**src/core/clock_mode_consts.vh**
```
// constants for the system clock and operating mode control block
`ifndef CLOCK_MODE_CONSTS_VH
`define CLOCK_MODE_CONSTS_VH

// register byte offsets
`define OFS_SYS_CLOCK_CONTROL  8'h00
`define OFS_FAST_OSC_CONTROL   8'h04
`define OFS_IRQ_STATUS         8'h08
`define OFS_IRQ_CLEAR          8'h0c
`define OFS_IRQ_ENABLE         8'h10

// system_clock_control fields
`define SYS_SEL_HI             7
`define SYS_SEL_LO             5
`define SYS_FAST_KEEP          1
`define SYS_SLOW_KEEP          0
`define SYS_RESET_SEL          3'h0

// fast_osc_control fields
`define FOC_FREQ_HI            3
`define FOC_FREQ_LO            2
`define FOC_STABLE             1
`define FOC_ENABLE             0
`define FOC_RESET_FREQ         2'h0

// source select codes
`define SEL_LOW_SPEED          3'h7

// fast rc frequency codes and their values in MHz
`define FREQ_CODE_12           2'h1
`define FREQ_CODE_16           2'h2
`define FREQ_MHZ_8             5'h08
`define FREQ_MHZ_12            5'h0c
`define FREQ_MHZ_16            5'h10

// operating modes
`define MODE_FAST              3'h0
`define MODE_SLOW              3'h1
`define MODE_SLEEP             3'h2
`define MODE_IDLE_SLOW_ONLY    3'h3
`define MODE_IDLE_BOTH_CLOCKS  3'h4
`define MODE_IDLE_FAST_ONLY    3'h5

// interrupt bit positions
`define IRQ_SWITCH_DONE        0
`define IRQ_FAST_STABLE        1
`define IRQ_HALT_ENTERED       2
`define IRQ_WIDTH              3

// timing
`define CLK_PERIOD_NS          40
`define FAST_SETTLE_NS         200
`define FAST_SETTLE_CYCLES     ((`FAST_SETTLE_NS + `CLK_PERIOD_NS - 1) / `CLK_PERIOD_NS)
`define SETTLE_CNT_W           4

`endif

```
**src/core/system_clock_mode_control.v**
```verilog
// system clock source switching, fast rc control and halt mode selection behind an ahb-lite slave
// Operation
// - select codes 000..110 give fast clock divided 1..64, 111 the slow clock.
// - fast oscillator keeps running during halt only if its halt keep bit is 1.
// - slow oscillator keeps running during halt only if its halt keep bit is 1.
// - unimplemented bits of both clock control registers read as zero.
// - source switch completes within four system periods plus edge alignment waits.
// - fast rc frequency code 00 is 8, 01 12, 10 16, 11 8 MHz.
// - new fast rc frequency is applied only once the stable flag is set.
// - read-only stable flag reads 0 while unstable, 1 once stable.
// - enabling fast rc first clears stable flag, then sets it when stabilised.
// - fast rc enable bit is read/write and resets to 1.
// - fast/slow switching only via select field; halt picks idle or sleep.
// - switching to 111 completes only once the slow rc oscillator is stable.
// - halt keep bits pick sleep, idle slow only, idle both or idle fast only.
// - fast clock comes from fast rc, slow clock from slow rc oscillator.
// - in slow operation fast clock runs or stops per its enable bit.
`timescale 1ns/10ps
`include "clock_mode_consts.vh"

module system_clock_mode_control #(
	parameter DIV_W = 6                   // fast clock divider width
) (
	input  wire        CLK,               // system clock
	input  wire        SRST,              // synchronous reset, high
	input  wire        CE,                // clock enable, freezes state when low
	input  wire        HSEL,              // ahb slave select
	input  wire [7:0]  HADDR,             // ahb address, low byte
	input  wire [1:0]  HTRANS,            // ahb transfer type
	input  wire        HWRITE,            // ahb write
	input  wire [2:0]  HSIZE,             // ahb size
	input  wire [31:0] HWDATA,            // ahb write data
	input  wire        HREADY,            // ahb bus ready
	output reg  [31:0] HRDATA,            // ahb read data
	output reg         HREADYOUT,         // ahb slave ready
	output reg         HRESP,             // ahb response, always okay
	input  wire        HS_CLK_IN,         // fast rc oscillator output
	input  wire        LS_CLK_IN,         // slow rc oscillator output
	input  wire        FAST_RC_READY,     // fast rc analog ready
	input  wire        SLOW_RC_READY,     // slow rc analog ready
	input  wire        HALT_REQ,          // halt instruction pulse from cpu
	input  wire        WAKE_REQ,          // wake-up pulse
	output reg         SYSCLK,            // gated system clock level
	output reg         FAST_RC_ON,        // fast rc oscillator enable
	output reg         SLOW_RC_ON,        // slow rc oscillator enable
	output reg  [4:0]  FAST_RC_MHZ,       // applied fast rc frequency
	output reg  [2:0]  MODE,              // operating mode
	output reg         IRQ                // level interrupt
);

	localparam ST_RUN      = 2'h0;
	localparam ST_CUR_LOW  = 2'h1;
	localparam ST_TAR_LOW  = 2'h2;

	reg  [3:0]            sync1;
	reg  [3:0]            sync2;
	reg                   hs_prev;
	reg  [DIV_W-1:0]      div_cnt;
	reg  [2:0]            sel;
	reg  [2:0]            active_sel;
	reg                   fast_keep;
	reg                   slow_keep;
	reg  [1:0]            freq_sel;
	reg                   fast_en;
	reg                   stable;
	reg  [`SETTLE_CNT_W-1:0] settle;
	reg  [1:0]            sw_state;
	reg                   halted;
	reg  [`IRQ_WIDTH-1:0] irq_status;
	reg  [`IRQ_WIDTH-1:0] irq_enable;
	reg                   wr_pend;
	reg                   rd_pend;
	reg  [7:0]            ph_addr;
	reg  [31:0]           rd_mux;
	reg  [4:0]            next_mhz;
	reg                   cur_lvl;
	reg                   tar_lvl;
	wire                  hs_s;
	wire                  ls_s;
	wire                  fast_rdy_s;
	wire                  slow_rdy_s;
	wire                  accept;
	wire                  wr_sysctl;
	wire                  wr_foc;
	wire                  restart_settle;
	wire                  stable_set;
	wire                  switch_done;
	wire                  halt_enter;
	wire [`IRQ_WIDTH-1:0] irq_set;
	wire [`IRQ_WIDTH-1:0] irq_clr;

	assign hs_s       = sync2[0];
	assign ls_s       = sync2[1];
	assign fast_rdy_s = sync2[2];
	assign slow_rdy_s = sync2[3];

	//////////////////////////////////////////////////////////////////////////////
	// pin synchronisers

	always @(posedge CLK) begin
		if (SRST) begin
			sync1 <= 4'h0;
			sync2 <= 4'h0;
		end else if (CE) begin
			sync1 <= {SLOW_RC_READY, FAST_RC_READY, LS_CLK_IN, HS_CLK_IN};
			sync2 <= sync1;
		end
	end

	//////////////////////////////////////////////////////////////////////////////
	// ahb-lite slave

	assign accept = HSEL & HTRANS[1] & HREADY;
	assign wr_sysctl = wr_pend & (ph_addr == `OFS_SYS_CLOCK_CONTROL);
	assign wr_foc = wr_pend & (ph_addr == `OFS_FAST_OSC_CONTROL);
	assign irq_clr = (wr_pend & (ph_addr == `OFS_IRQ_CLEAR)) ? HWDATA[`IRQ_WIDTH-1:0] : {`IRQ_WIDTH{1'b0}};

	always @* begin
		rd_mux = 32'h0;
		case (ph_addr)
			`OFS_SYS_CLOCK_CONTROL: begin
				rd_mux[`SYS_SEL_HI:`SYS_SEL_LO] = sel;
				rd_mux[`SYS_FAST_KEEP]          = fast_keep;
				rd_mux[`SYS_SLOW_KEEP]          = slow_keep;
			end
			`OFS_FAST_OSC_CONTROL: begin
				rd_mux[`FOC_FREQ_HI:`FOC_FREQ_LO] = freq_sel;
				rd_mux[`FOC_STABLE]               = stable;
				rd_mux[`FOC_ENABLE]               = fast_en;
			end
			`OFS_IRQ_STATUS: rd_mux[`IRQ_WIDTH-1:0] = irq_status;
			`OFS_IRQ_ENABLE: rd_mux[`IRQ_WIDTH-1:0] = irq_enable;
			default: rd_mux = 32'h0;
		endcase
	end

	always @(posedge CLK) begin
		if (SRST) begin
			wr_pend   <= 1'b0;
			rd_pend   <= 1'b0;
			ph_addr   <= 8'h00;
			HRDATA    <= 32'h0;
			HREADYOUT <= 1'b1;
			HRESP     <= 1'b0;
		end else if (CE) begin
			if (rd_pend) begin
				// read data one wait state after the address phase
				HRDATA    <= rd_mux;
				HREADYOUT <= 1'b1;
				rd_pend   <= 1'b0;
				wr_pend   <= 1'b0;
			end else if (accept) begin
				ph_addr   <= HADDR;
				wr_pend   <= HWRITE;
				rd_pend   <= ~HWRITE;
				HREADYOUT <= HWRITE;
			end else begin
				wr_pend <= 1'b0;
			end
		end
	end

	//////////////////////////////////////////////////////////////////////////////
	// control registers

	always @(posedge CLK) begin
		if (SRST) begin
			sel        <= `SYS_RESET_SEL;
			fast_keep  <= 1'b0;
			slow_keep  <= 1'b0;
			freq_sel   <= `FOC_RESET_FREQ;
			fast_en    <= 1'b1;
			irq_enable <= {`IRQ_WIDTH{1'b0}};
		end else if (CE) begin
			if (wr_sysctl) begin
				sel       <= HWDATA[`SYS_SEL_HI:`SYS_SEL_LO];
				fast_keep <= HWDATA[`SYS_FAST_KEEP];
				slow_keep <= HWDATA[`SYS_SLOW_KEEP];
			end
			if (wr_foc) begin
				freq_sel <= HWDATA[`FOC_FREQ_HI:`FOC_FREQ_LO];
				fast_en  <= HWDATA[`FOC_ENABLE];
			end
			if (wr_pend & (ph_addr == `OFS_IRQ_ENABLE))
				irq_enable <= HWDATA[`IRQ_WIDTH-1:0];
		end
	end

	//////////////////////////////////////////////////////////////////////////////
	// fast rc stability and frequency

	// enable rising or frequency change restarts
	assign restart_settle = wr_foc & ((HWDATA[`FOC_ENABLE] & ~fast_en) |
		(HWDATA[`FOC_FREQ_HI:`FOC_FREQ_LO] != freq_sel));
	assign stable_set = ~stable & fast_en & fast_rdy_s & ~restart_settle & (settle == `FAST_SETTLE_CYCLES);

	always @* begin
		case (freq_sel)
			`FREQ_CODE_12: next_mhz = `FREQ_MHZ_12;
			`FREQ_CODE_16: next_mhz = `FREQ_MHZ_16;
			default:       next_mhz = `FREQ_MHZ_8;
		endcase
	end

	always @(posedge CLK) begin
		if (SRST) begin
			stable      <= 1'b0;
			settle      <= {`SETTLE_CNT_W{1'b0}};
			FAST_RC_MHZ <= `FREQ_MHZ_8;
		end else if (CE) begin
			if (restart_settle | ~fast_en | ~fast_rdy_s) begin
				stable <= 1'b0;
				settle <= {`SETTLE_CNT_W{1'b0}};
			end else if (settle != `FAST_SETTLE_CYCLES) begin
				settle <= settle + 1'b1;
			end
			if (stable_set) begin
				stable      <= 1'b1;
				FAST_RC_MHZ <= next_mhz;
			end
		end
	end

	//////////////////////////////////////////////////////////////////////////////
	// clock source selection

	function src_level;
		input [2:0]       code;
		input             hs;
		input             ls;
		input [DIV_W-1:0] cnt;
		begin
			if (code == `SEL_LOW_SPEED)
				src_level = ls;
			else if (code == 3'h0)
				src_level = hs;
			else
				src_level = cnt[code - 3'h1];
		end
	endfunction

	always @* begin
		// fast from fast rc, slow from slow rc
		cur_lvl = src_level(active_sel, hs_s, ls_s, div_cnt);
		tar_lvl = src_level(sel, hs_s, ls_s, div_cnt);
	end

	// slow target waits for slow rc stable
	assign switch_done = (sw_state == ST_TAR_LOW) & ~tar_lvl &
		((sel == `SEL_LOW_SPEED) ? slow_rdy_s : stable);

	always @(posedge CLK) begin
		if (SRST) begin
			hs_prev    <= 1'b0;
			div_cnt    <= {DIV_W{1'b0}};
			active_sel <= `SYS_RESET_SEL;
			sw_state   <= ST_RUN;
			SYSCLK     <= 1'b0;
		end else if (CE) begin
			hs_prev <= hs_s;
			if (hs_s & ~hs_prev)
				div_cnt <= div_cnt + 1'b1;
			case (sw_state)
				ST_RUN: begin
					if (sel != active_sel)
						sw_state <= ST_CUR_LOW;
					SYSCLK <= cur_lvl & ~halted;
				end
				ST_CUR_LOW: begin
					if (~cur_lvl)
						sw_state <= ST_TAR_LOW;
					SYSCLK <= cur_lvl & ~halted;
				end
				ST_TAR_LOW: begin
					if (switch_done) begin
						active_sel <= sel;
						sw_state   <= ST_RUN;
					end
					SYSCLK <= 1'b0;
				end
				default: begin
					sw_state <= ST_RUN;
					SYSCLK   <= 1'b0;
				end
			endcase
		end
	end

	//////////////////////////////////////////////////////////////////////////////
	// halt modes and oscillator enables

	assign halt_enter = HALT_REQ & ~halted;

	always @(posedge CLK) begin
		if (SRST) begin
			halted     <= 1'b0;
			MODE       <= `MODE_FAST;
			FAST_RC_ON <= 1'b1;
			SLOW_RC_ON <= 1'b1;
		end else if (CE) begin
			if (halt_enter)
				halted <= 1'b1;
			else if (WAKE_REQ)
				halted <= 1'b0;
			if (halted)
				case ({fast_keep, slow_keep})
					2'h0:    MODE <= `MODE_SLEEP;
					2'h1:    MODE <= `MODE_IDLE_SLOW_ONLY;
					2'h3:    MODE <= `MODE_IDLE_BOTH_CLOCKS;
					default: MODE <= `MODE_IDLE_FAST_ONLY;
				endcase
			else
				MODE <= (active_sel == `SEL_LOW_SPEED) ? `MODE_SLOW : `MODE_FAST;
			// fast oscillator in halt; enable bit governs when running
			FAST_RC_ON <= fast_en & (~halted | fast_keep);
			SLOW_RC_ON <= ~halted | slow_keep;
		end
	end

	//////////////////////////////////////////////////////////////////////////////
	// interrupts

	assign irq_set = {halt_enter, stable_set, switch_done};

	always @(posedge CLK) begin
		if (SRST) begin
			irq_status <= {`IRQ_WIDTH{1'b0}};
			IRQ        <= 1'b0;
		end else if (CE) begin
			// set wins over clear
			irq_status <= (irq_status & ~irq_clr) | irq_set;
			IRQ        <= |(((irq_status & ~irq_clr) | irq_set) & irq_enable);
		end
	end

endmodule // system_clock_mode_control

```
**config.mk**
```make
export PLATFORM = sky130hd
export DESIGN_NAME = system_clock_mode_control
export DESIGN_NICKNAME = d
export VERILOG_FILES = /design/src/core/system_clock_mode_control.v
export VERILOG_INCLUDE_DIRS = /design/src /design/src/core
export SDC_FILE = /design/constraint.sdc
export NUM_CORES = 1
export LEC_CHECK = 0
export ABC_AREA = 0
export BUFFER_PORTS_ARGS = -buffer_cell sky130_fd_sc_hd__buf_2
export CAP_MARGIN = 20
export CORE_MARGIN = 3
export CORE_UTILIZATION = 50
export DETAILED_ROUTE_END_ITERATION = 8
export PLACE_DENSITY = 0.77
export SKIP_LAST_GASP = 1
export SLEW_MARGIN = 20
export SYNTH_ARGS = -nofsm -noshare
export SYNTH_HDL_FRONTEND = slang
export SYNTH_SLANG_ARGS = --single-unit
```
**constraint.sdc**
```tcl
create_clock -name CLK -period 2.5 [get_ports CLK]
set_input_delay 0.375 -clock CLK [delete_from_list [all_inputs] [get_ports CLK]]
set_output_delay 0.375 -clock CLK [all_outputs]
set_load 0.01 [all_outputs]
```
==> results.toml, run 1 <==
[sta]
max_freq_mhz = 478
drv_slew = 0
setup_slack_ns = 0.408
setup_tns_ns = 0
final-setup-viol-count = 0
slew_headroom_pct = 56.0
fin_crit_ns = 2.09
rsz0062_at_grt = "no"
clock_skew_ns = 0.00874
hold_viol = 0
worst_slew_pin_slew_ns = 0.661
period_share_pct = 83.7

[placed_design]
gp_congestion = 0.895
dpl.hpwl_mm = 5.52
io_buffer_count = 45
pre_cts_slack_ns = 0.419

[grt]
grt_pass1_wl_mm = 13.0
grtUsageMet2_pct = 30.1
grt.busiest_layer = "met2"
grtUsageMet1_pct = 25.5
first_global_vias = 2751
use_met3_pct = 4.75
groute.usage.overall_pct = 19.2
grt_max_degree = 38
grt_overflow = 0
antenna_found_initial = 0

[synthesis]
synthCells = 404
synth.top_cells.by_area = "dfxtp_1, mux2i_1, buf_4"
synth_top_area_share_pct = 38.1
synth_top_area_cell = "dfxtp_1"
ys.warnings.count = 0
ys_ff_latch = 68
synth_edf_count = 0
yosysUniqueCellTypes = 62
ys_seq_area_share_pct = 38.1
synth_top_flop_cell = "dfxtp_1"
synthArstFlopShare_pct = 0
synth_area_per_cell_sq_um = 8.85
syn-cell-area_sq_um = 3570

[setup_path]
crit_path_end_kind = "register"
r2r-start = "active_sel[1]"
path_max_fanout = 4
r2r_slack_ns = 0.41
required_ns = 2.77
worstReg2RegEnd = "sw_state[1]"
rr_worst_depth = 7
crit_type = "register to register"
cp_data_arrival_time_ns = 2.36
startpoint_type = "register"

[worst_hold_path]
whs_path_depth = 3
hp-start = "HADDR[1]"
hp-class = "input port to register"
worstHoldEndpoint = "ph_addr[1]"

[cts]
holdBufCountCts = 0
cts_buffer_depth = 2
cts_setup_buffers = 0
post_cts_resized = 0
clk_latency_ns = 0.34
clkSinkCount = 68
h-tree-depth = 3
cts_made_buffers = 9
path_clk_slew_ns = 0.08
cts_tree = "done"
root_buffer = "clkbuf_8"

[status]
status = "finished clean"

[layout]
final_core_util_pct = 58.1
nets = 515
drive_gt1_share_pct = 17.8
area.growth.synth_to_final_pct = 11.7
diodes = 0

[die]
core_area_sq_um = 6870
die-area_sq_um = 8200
ios = 103
start_util_pct = 52.0
dieWidth_um = 90.5
die_h_um = 90.5
rows = 30

[pwr]
finalPower_mw = 2.36
power_density_nw_per_um2 = 592
vdd_ir_drop_max_mv = 0.350
p_leak_nw = 1.70

[route]
antenna_left = 0
wl_per_cell_um = 14.0
drtPass1Iterations = 4
drc = 0
vias = 2920
postRouteWirelength_mm = 7.65
drtIter0Drc = 143
viasPerCell = 5.35

[flow_run]
maxCapViolations = 0
layout by cell type (no fill, tap or decap), types with 3 or more instances in the layout:
cell       synthesis  layout
bufinv_16          0       3
conb_1             1      28
mux2i_1           34      34
and2_1             5       5
nor2b_1            7       7
nand3_1           11      11
nand4_1            5       5
buf_4             29       5
xor2_1             8       8
dfxtp_1           68      68
ha_1              13      13
o21ai_0           17      17
nor3_1             6       6
o211ai_1           3       3
a21oi_1           20      20
a22oi_1            7       7
clkbuf_8           0       9
nand2_1           35      35
inv_1             15      15
nor2_1            46      46
a31oi_1            3       3
buf_2              4      45
nand3b_1           3       3
or3_1              5       5
state kept, by name, summed over array words and instances, names as in the netlist, 2 cells and up:
name and count:
irq_status 3, sync2 4, sw_state 2, freq_sel 2
MODE 3, FAST_RC_MHZ 3, div_cnt 6, HRDATA 7
sync1 4, active_sel 3, irq_enable 3, sel 3
settle 4, ph_addr 8
report_power, final:
group / switching (mW) / total [mW] / internal (mW)
Sequential: 0.0171 / 1.12 / 1.10
Combinational: 0.0980 / 0.156 / 0.0583
Clock: 0.432 / 1.09 / 0.659
Total: 0.548 / 2.36 / 1.82
cell type report:
cell class	count	area, sq um
flip-flops and latches	68	1360
fillers	651	2880
clock buffers	9	124
clock inverters	7	115
inverters	15	56.3
multi-input cells	301	1950
repair buffers	50	263
well taps	96	120
worst max-delay path, cell delays in order (launching register included):
cell and delay, ns:
dfxtp_1 0.39, inv_1 0.08, ha_1 0.31, mux4_2 0.31, o211a_1 0.12, a221o_1 0.31
or3_1 0.36, a31oi_1 0.13
stage by stage:
stage	cells	hold slack, ns	area [sq um]
finish	546	0.262	3990
global route	546	0.269	3990
CTS	546	0.252	3990
global placement	530	0.441	3750
detailed placement	530	0.447	3750
floorplan	431	0.452	3670
synth_stat cells, drive strengths merged, types with 2 or more instances:
cell type / count
ha: 13
dfxtp: 68
xor2: 8
mux4: 2
or4: 2
inv: 15
nand3: 11
a31oi: 3
o21ai: 17
a21oi: 20
nor2b: 7
a31o: 2
nand2: 35
and4: 2
mux2i: 34
buf: 36
nand4: 5
or3: 5
a221oi: 2
xnor2: 2
a22o: 2
o31ai: 2
nand3b: 3
nor2: 47
clkbuf: 11
nor3: 7
a22oi: 7
o211ai: 4
and2: 5
o21a: 2
per-layer routing:
layer,vias up,routed length (um)
met5,-,0
met4,0,107
met3,10,477
met2,92,3590
met1,1378,3470
li1,1440,-
worst max-delay path by stage:
stage               cells after the start     startpoint        endpoint  slack, ns
finish                                  7  active_sel[1]     sw_state[1]       0.41
global route                            5     ph_addr[7]       settle[3]       0.29
CTS                                     7  active_sel[1]     sw_state[1]       0.43
detailed placement                      6      HWDATA[2]  FAST_RC_MHZ[3]       0.42
global placement                        7  active_sel[1]     sw_state[1]       0.49
floorplan                               7  active_sel[0]     sw_state[1]       0.50
cell families after synthesis:
group | Yosys count | share of synthesized area, %
fa+ha+maj | 13 | 4.55
other cells | 1 | 0.105
mux | 37 | 11.1
buf+inv | 62 | 10.1
compound gates | 72 | 13.3
flops | 68 | 38.1
xor+xnor | 10 | 2.45
simple gates | 141 | 20.3
Note: power is estimated with default switching activity, not from simulation.
==> inputs of run 2 (changes only) <==
--- a/config.mk
+++ b/config.mk
@@ -10,9 +10,9 @@
 export BUFFER_PORTS_ARGS = -buffer_cell sky130_fd_sc_hd__buf_2
 export CAP_MARGIN = 20
 export CORE_MARGIN = 3
-export CORE_UTILIZATION = 50
+export CORE_UTILIZATION = 47
 export DETAILED_ROUTE_END_ITERATION = 8
-export PLACE_DENSITY = 0.77
+export PLACE_DENSITY = 0.76
 export SKIP_LAST_GASP = 1
 export SLEW_MARGIN = 20
 export SYNTH_ARGS = -nofsm -noshare
==> constraint.sdc (replaced) <==
create_clock -name CLK -period 1.9 [get_ports CLK]
set_input_delay 0.285 -clock CLK [delete_from_list [all_inputs] [get_ports CLK]]
set_output_delay 0.285 -clock CLK [all_outputs]
set_load 0.01 [all_outputs]
==> results.toml, run 2 (synthesis results as in run 1) <==
[placed_design]
gp_congestion = 0.858
io_buffer_count = 45
pre_cts_slack_ns = -0.0610
dpl.hpwl_mm = 5.75
dpl.cell_count = 554

[route]
viasPerCell = 5.16
wl_per_cell_um = 13.5
postRouteWirelength_mm = 7.74
vias = 2959
drtIter0Drc = 186
antenna_left = 0
drtPass1Iterations = 4
drc = 0

[sta]
final-setup-viol-count = 0
setup_tns_ns = 0
holdWs_ns = 0.177
period_share_pct = 99.5
fin_crit_ns = 1.89
drv_slew = 0
max_freq_mhz = 529
setup_slack_ns = 0.0101
rsz0062_at_grt = "yes"
hold_viol = 0
clock_skew_ns = 0.00939

[cts]
root_buffer = "clkbuf_8"
path_clk_slew_ns = 0.08
cts_buffer_depth = 2
clk_latency_ns = 0.34
cts_made_buffers = 9
clkSinkCount = 68
cts_tree = "done"
h-tree-depth = 3

[setup_path]
startpoint_type = "register"
path_max_fanout = 3
r2r_slack_ns = 0.01
required_ns = 2.12
r2r-start = "active_sel[0]"
crit_path_end_kind = "register"
cp_data_arrival_time_ns = 2.11
worstReg2RegEnd = "sw_state[0]"
rr_worst_depth = 10
crit_type = "register to register"

[flow_run]
maxCapViolations = 0

[layout]
layout.cells.non_filler = 573
most-common-layout-cells = "dfxtp_1, nor2_1, buf_2"
max_flop_register = "ph_addr"
top_regs = "ph_addr: 8 flops, HRDATA: 7 flops, div_cnt: 6 flops"
layout_commonest_cell = "dfxtp_1"
diodes = 0
nets = 539
area.growth.synth_to_final_pct = 17.8
final_core_util_pct = 57.4
drive_gt1_share_pct = 25.3
largest_reg_flops = 8

[grt]
first_global_vias = 2856
grt_pass1_wl_mm = 13.2
grt_max_degree = 32
groute.usage.overall_pct = 19.0
grt_overflow = 0
antenna_found_initial = 0

[die]
start_util_pct = 48.7
core_area_sq_um = 7330
die_h_um = 93.2
ios = 103
die-area_sq_um = 8690
rows = 31
dieWidth_um = 93.2

[pwr]
p_leak_nw = 1.82
vdd_ir_drop_max_mv = 0.398
power_density_nw_per_um2 = 707

[worst_hold_path]
hp-start = "HADDR[7]"
whs_path_depth = 3
worstHoldEndpoint = "ph_addr[7]"
hp-class = "input port to register"

[status]
status = "finished clean"
-- run 2: changes by cell type in the layout (fill, tap and decap cells not counted), moves of 2 or more --
cell / change
and2_1: -2
bufinv_16: -2
inv_1: -2
nand3_2: +2
and2_4: +2
dfxtp_1: -5
nor3_1: -3
inv_2: +2
dfxtp_2: +4
nor3_2: +3
buf_4: +24
nand3_1: -2
ha_1: -2
-- run 2: timing repair --
| item | CTS | global route |
|---|---|---|
| gates resized for setup | 5 | 10 |
| buffers inserted | 2 | 1 |
| hold buffers | 0 | 0 |
| pin swaps | 5 | 3 |
| endpoints found under the setup margin | 3 | 18 |
-- run 2: layout make-up --
type / count / area [sq um]
Fill cell: 644 / 3120
Multi-Input combinational cell: 301 / 2000
Sequential cell: 68 / 1370
Timing Repair Buffer: 74 / 443
Clock buffer: 11 / 163
Tap cell: 99 / 124
Clock inverter: 5 / 57.6
Inverter: 15 / 56.3
-- run 2: routing by layer --
metal	up-vias	routed length [um]	GRT usage (%)
met1	1370	3570	25.0
li1	1484	-	-
met5	-	0	0
met2	94	3630	30.2
met4	0	108	8.55
met3	11	435	3.78
-- run 2: per-stage QoR --
stage,power (mW),instance area [sq um]
after CTS,3.00,4170
after global routing,3.12,4210
final,2.98,4210
after detailed placement,1.72,3920
after global placement,1.72,3920
after floorplan,1.68,3680
-- run 2: report_power, final --
group	switching (mW)	internal, mW
combinational	0.134	0.0921
sequential	0.0222	1.45
clock	0.565	0.719
total	0.721	2.26
-- run 2: worst max-delay path by stage --
stage | start | endpoint | slack (ns) | depth (start not counted)
floorplan | active_sel[0] | sw_state[1] | 0.01 | 7
global placement | active_sel[0] | sw_state[1] | -0.02 | 7
detailed placement | active_sel[0] | sw_state[1] | -0.06 | 7
CTS | sel[1] | IRQ | 0.003 | 8
global route | active_sel[0] | sw_state[1] | -0.07 | 8
finish | active_sel[0] | sw_state[0] | 0.01 | 10
-- run 2: worst max-delay path, stage by stage, from the launching register on --
cell	delay [ns]
dfxtp_4	0.35
inv_2	0.05
buf_4	0.12
ha_2	0.19
and2_4	0.16
o211a_1	0.19
a221o_1	0.28
buf_4	0.15
buf_4	0.13
nand3b_1	0.07
a31oi_1	0.07
==> inputs of run 3 (changes only) <==
--- a/config.mk
+++ b/config.mk
@@ -10,9 +10,10 @@
 export BUFFER_PORTS_ARGS = -buffer_cell sky130_fd_sc_hd__buf_2
 export CAP_MARGIN = 20
 export CORE_MARGIN = 3
-export CORE_UTILIZATION = 47
+export CORE_UTILIZATION = 50
 export DETAILED_ROUTE_END_ITERATION = 8
-export PLACE_DENSITY = 0.76
+export PLACE_DENSITY = 0.77
+export SKIP_CTS_REPAIR_TIMING = 1
 export SKIP_LAST_GASP = 1
 export SLEW_MARGIN = 20
 export SYNTH_ARGS = -nofsm -noshare
==> constraint.sdc (replaced) <==
create_clock -name CLK -period 2.2 [get_ports CLK]
set_input_delay 0.33 -clock CLK [delete_from_list [all_inputs] [get_ports CLK]]
set_output_delay 0.33 -clock CLK [all_outputs]
set_load 0.01 [all_outputs]
==> results.toml, run 3 (synthesis results as in run 1) <==
[status]
status = "finished clean"

[sta]
max_freq_mhz = 487
worst_slew_pin_slew_ns = 0.572
final-setup-viol-count = 0
fin_crit_ns = 2.06
slew_headroom_pct = 61.8
hold_viol = 0
period_share_pct = 93.4
rsz0062_at_grt = "no"
clock_skew_ns = 0.00536
drv_slew = 0
setup_tns_ns = 0
holdWs_ns = 0.219

[grt]
grt.busiest_layer = "met2"
grtUsageMet1_pct = 24.8
use_met3_pct = 3.08
grtUsageMet2_pct = 30.6
grt_overflow = 0
groute.usage.overall_pct = 19.0
grt_max_degree = 27
grt_pass1_wl_mm = 12.8
antenna_found_initial = 0
first_global_vias = 2740

[cts]
cts_buffer_depth = 2
root_buffer = "clkbuf_8"
path_clk_slew_ns = 0.07
cts_made_buffers = 9
cts_tree = "done"
clkSinkCount = 68
h-tree-depth = 3
clk_latency_ns = 0.34

[worst_hold_path]
hp-class = "input port to register"
whs_path_depth = 3

[setup_path]
crit_path_end_kind = "register"
slowest_stage = "dfxtp_1"
cp_data_arrival_time_ns = 2.32
required_ns = 2.47
path_max_fanout = 4
crit_chain = "inv_1 > ha_1 > mux4_2 > o211a_1 > a221o_1 > or3_1 > a31oi_1"
startpoint_type = "register"
rr_worst_depth = 7
crit_type = "register to register"
slowest_delay_ns = 0.39

[layout]
diodes = 0
top_regs = "ph_addr: 8 flops, HRDATA: 7 flops, div_cnt: 6 flops"
largest_reg_flops = 8
drive_gt1_share_pct = 18.7
max_flop_register = "ph_addr"
nets = 519
layout_commonest_cell = "dfxtp_1"
area.growth.synth_to_final_pct = 11.8
most-common-layout-cells = "dfxtp_1, nor2_1, buf_2"

[die]
ios = 103
rows = 30
die-area_sq_um = 8200
dieWidth_um = 90.5
start_util_pct = 52.0
die_h_um = 90.5
core_area_sq_um = 6870

[route]
drtIter0Drc = 150
postRouteWirelength_mm = 7.49
wl_per_cell_um = 13.6
drtPass1Iterations = 4
drc = 0
viasPerCell = 5.33
vias = 2930
antenna_left = 0

[placed_design]
dpl.hpwl_mm = 5.50
io_buffer_count = 45
gp_congestion = 0.924

[pwr]
vdd_ir_drop_max_mv = 0.357
p_leak_nw = 1.71
power_density_nw_per_um2 = 625

[flow_run]
maxCapViolations = 0
==> run 3: cell count changes in the layout (fill, tap and decap cells not counted), moves of 2 or more <==
cell        change
and2_1          +2
and2_4          -2
buf_4          -20
clkinvlp_4      -2
dfxtp_1         +4
dfxtp_2         -3
ha_1            +2
inv_1           +2
inv_2           -2
nand3_1         +2
nand3_2         -2
nor3_1          +3
nor3_2          -3
==> run 3: cell type report <==
class | instances | area, sq um
fill | 636 | 2880
clock inverter | 4 | 47.5
timing repair buffer | 54 | 293
inverter | 15 | 56.3
sequential | 68 | 1360
tap | 96 | 120
clock buffer | 12 | 155
multi-input combinational | 301 | 1960
==> run 3: critical path, delay by kind of cell, from the launching register on <==
family                   cells  cell delay (ns)
AO/OA/AOI/OAI                3             0.54
flip-flops                   1             0.39
AND/OR/NAND/NOR              1             0.35
multiplexers                 1             0.31
adder cells (fa/ha/maj)      1             0.30
buffers and inverters        1             0.08
==> run 3: report_power, final <==
group	switching, mW	total [mW]	internal (mW)
registers	0.0188	1.27	1.25
clock network	0.465	1.05	0.582
logic	0.112	0.179	0.0674
total	0.596	2.50	1.90
==> run 3: final timing paths <==
kind | end | from | slack, ns
hold / removal | ph_addr[2] | HADDR[2] | 0.22
setup / recovery | sw_state[1] | active_sel[1] | 0.14
setup reg to reg | sw_state[1] | active_sel[1] | 0.14
hold reg to reg | FAST_RC_MHZ[4] | FAST_RC_MHZ[4] | 0.45
==> run 3: routing by layer <==
layer | vias to the layer above | share of wire [%]
met5 | - | 0
met4 | 0 | 2.0
met3 | 13 | 6.1
met2 | 100 | 47
met1 | 1370 | 45
li1 | 1447 | -
==> run 3: per-stage QoR <==
| step | setup slack (ns) | utilization (%) | instances | area (sq um) | total power, mW |
|---|---|---|---|---|---|
| after CTS | 0.0817 | 58.0 | 550 | 3990 | 2.52 |
| after global placement | 0.179 | 55.1 | 534 | 3780 | 1.47 |
| final | 0.145 | 58.1 | 550 | 3990 | 2.50 |
| after floorplan | 0.201 | - | 431 | 3670 | 1.45 |
| after detailed placement | 0.129 | 55.1 | 534 | 3780 | 1.47 |
| after global routing | 0.0268 | 58.1 | 550 | 3990 | 2.60 |
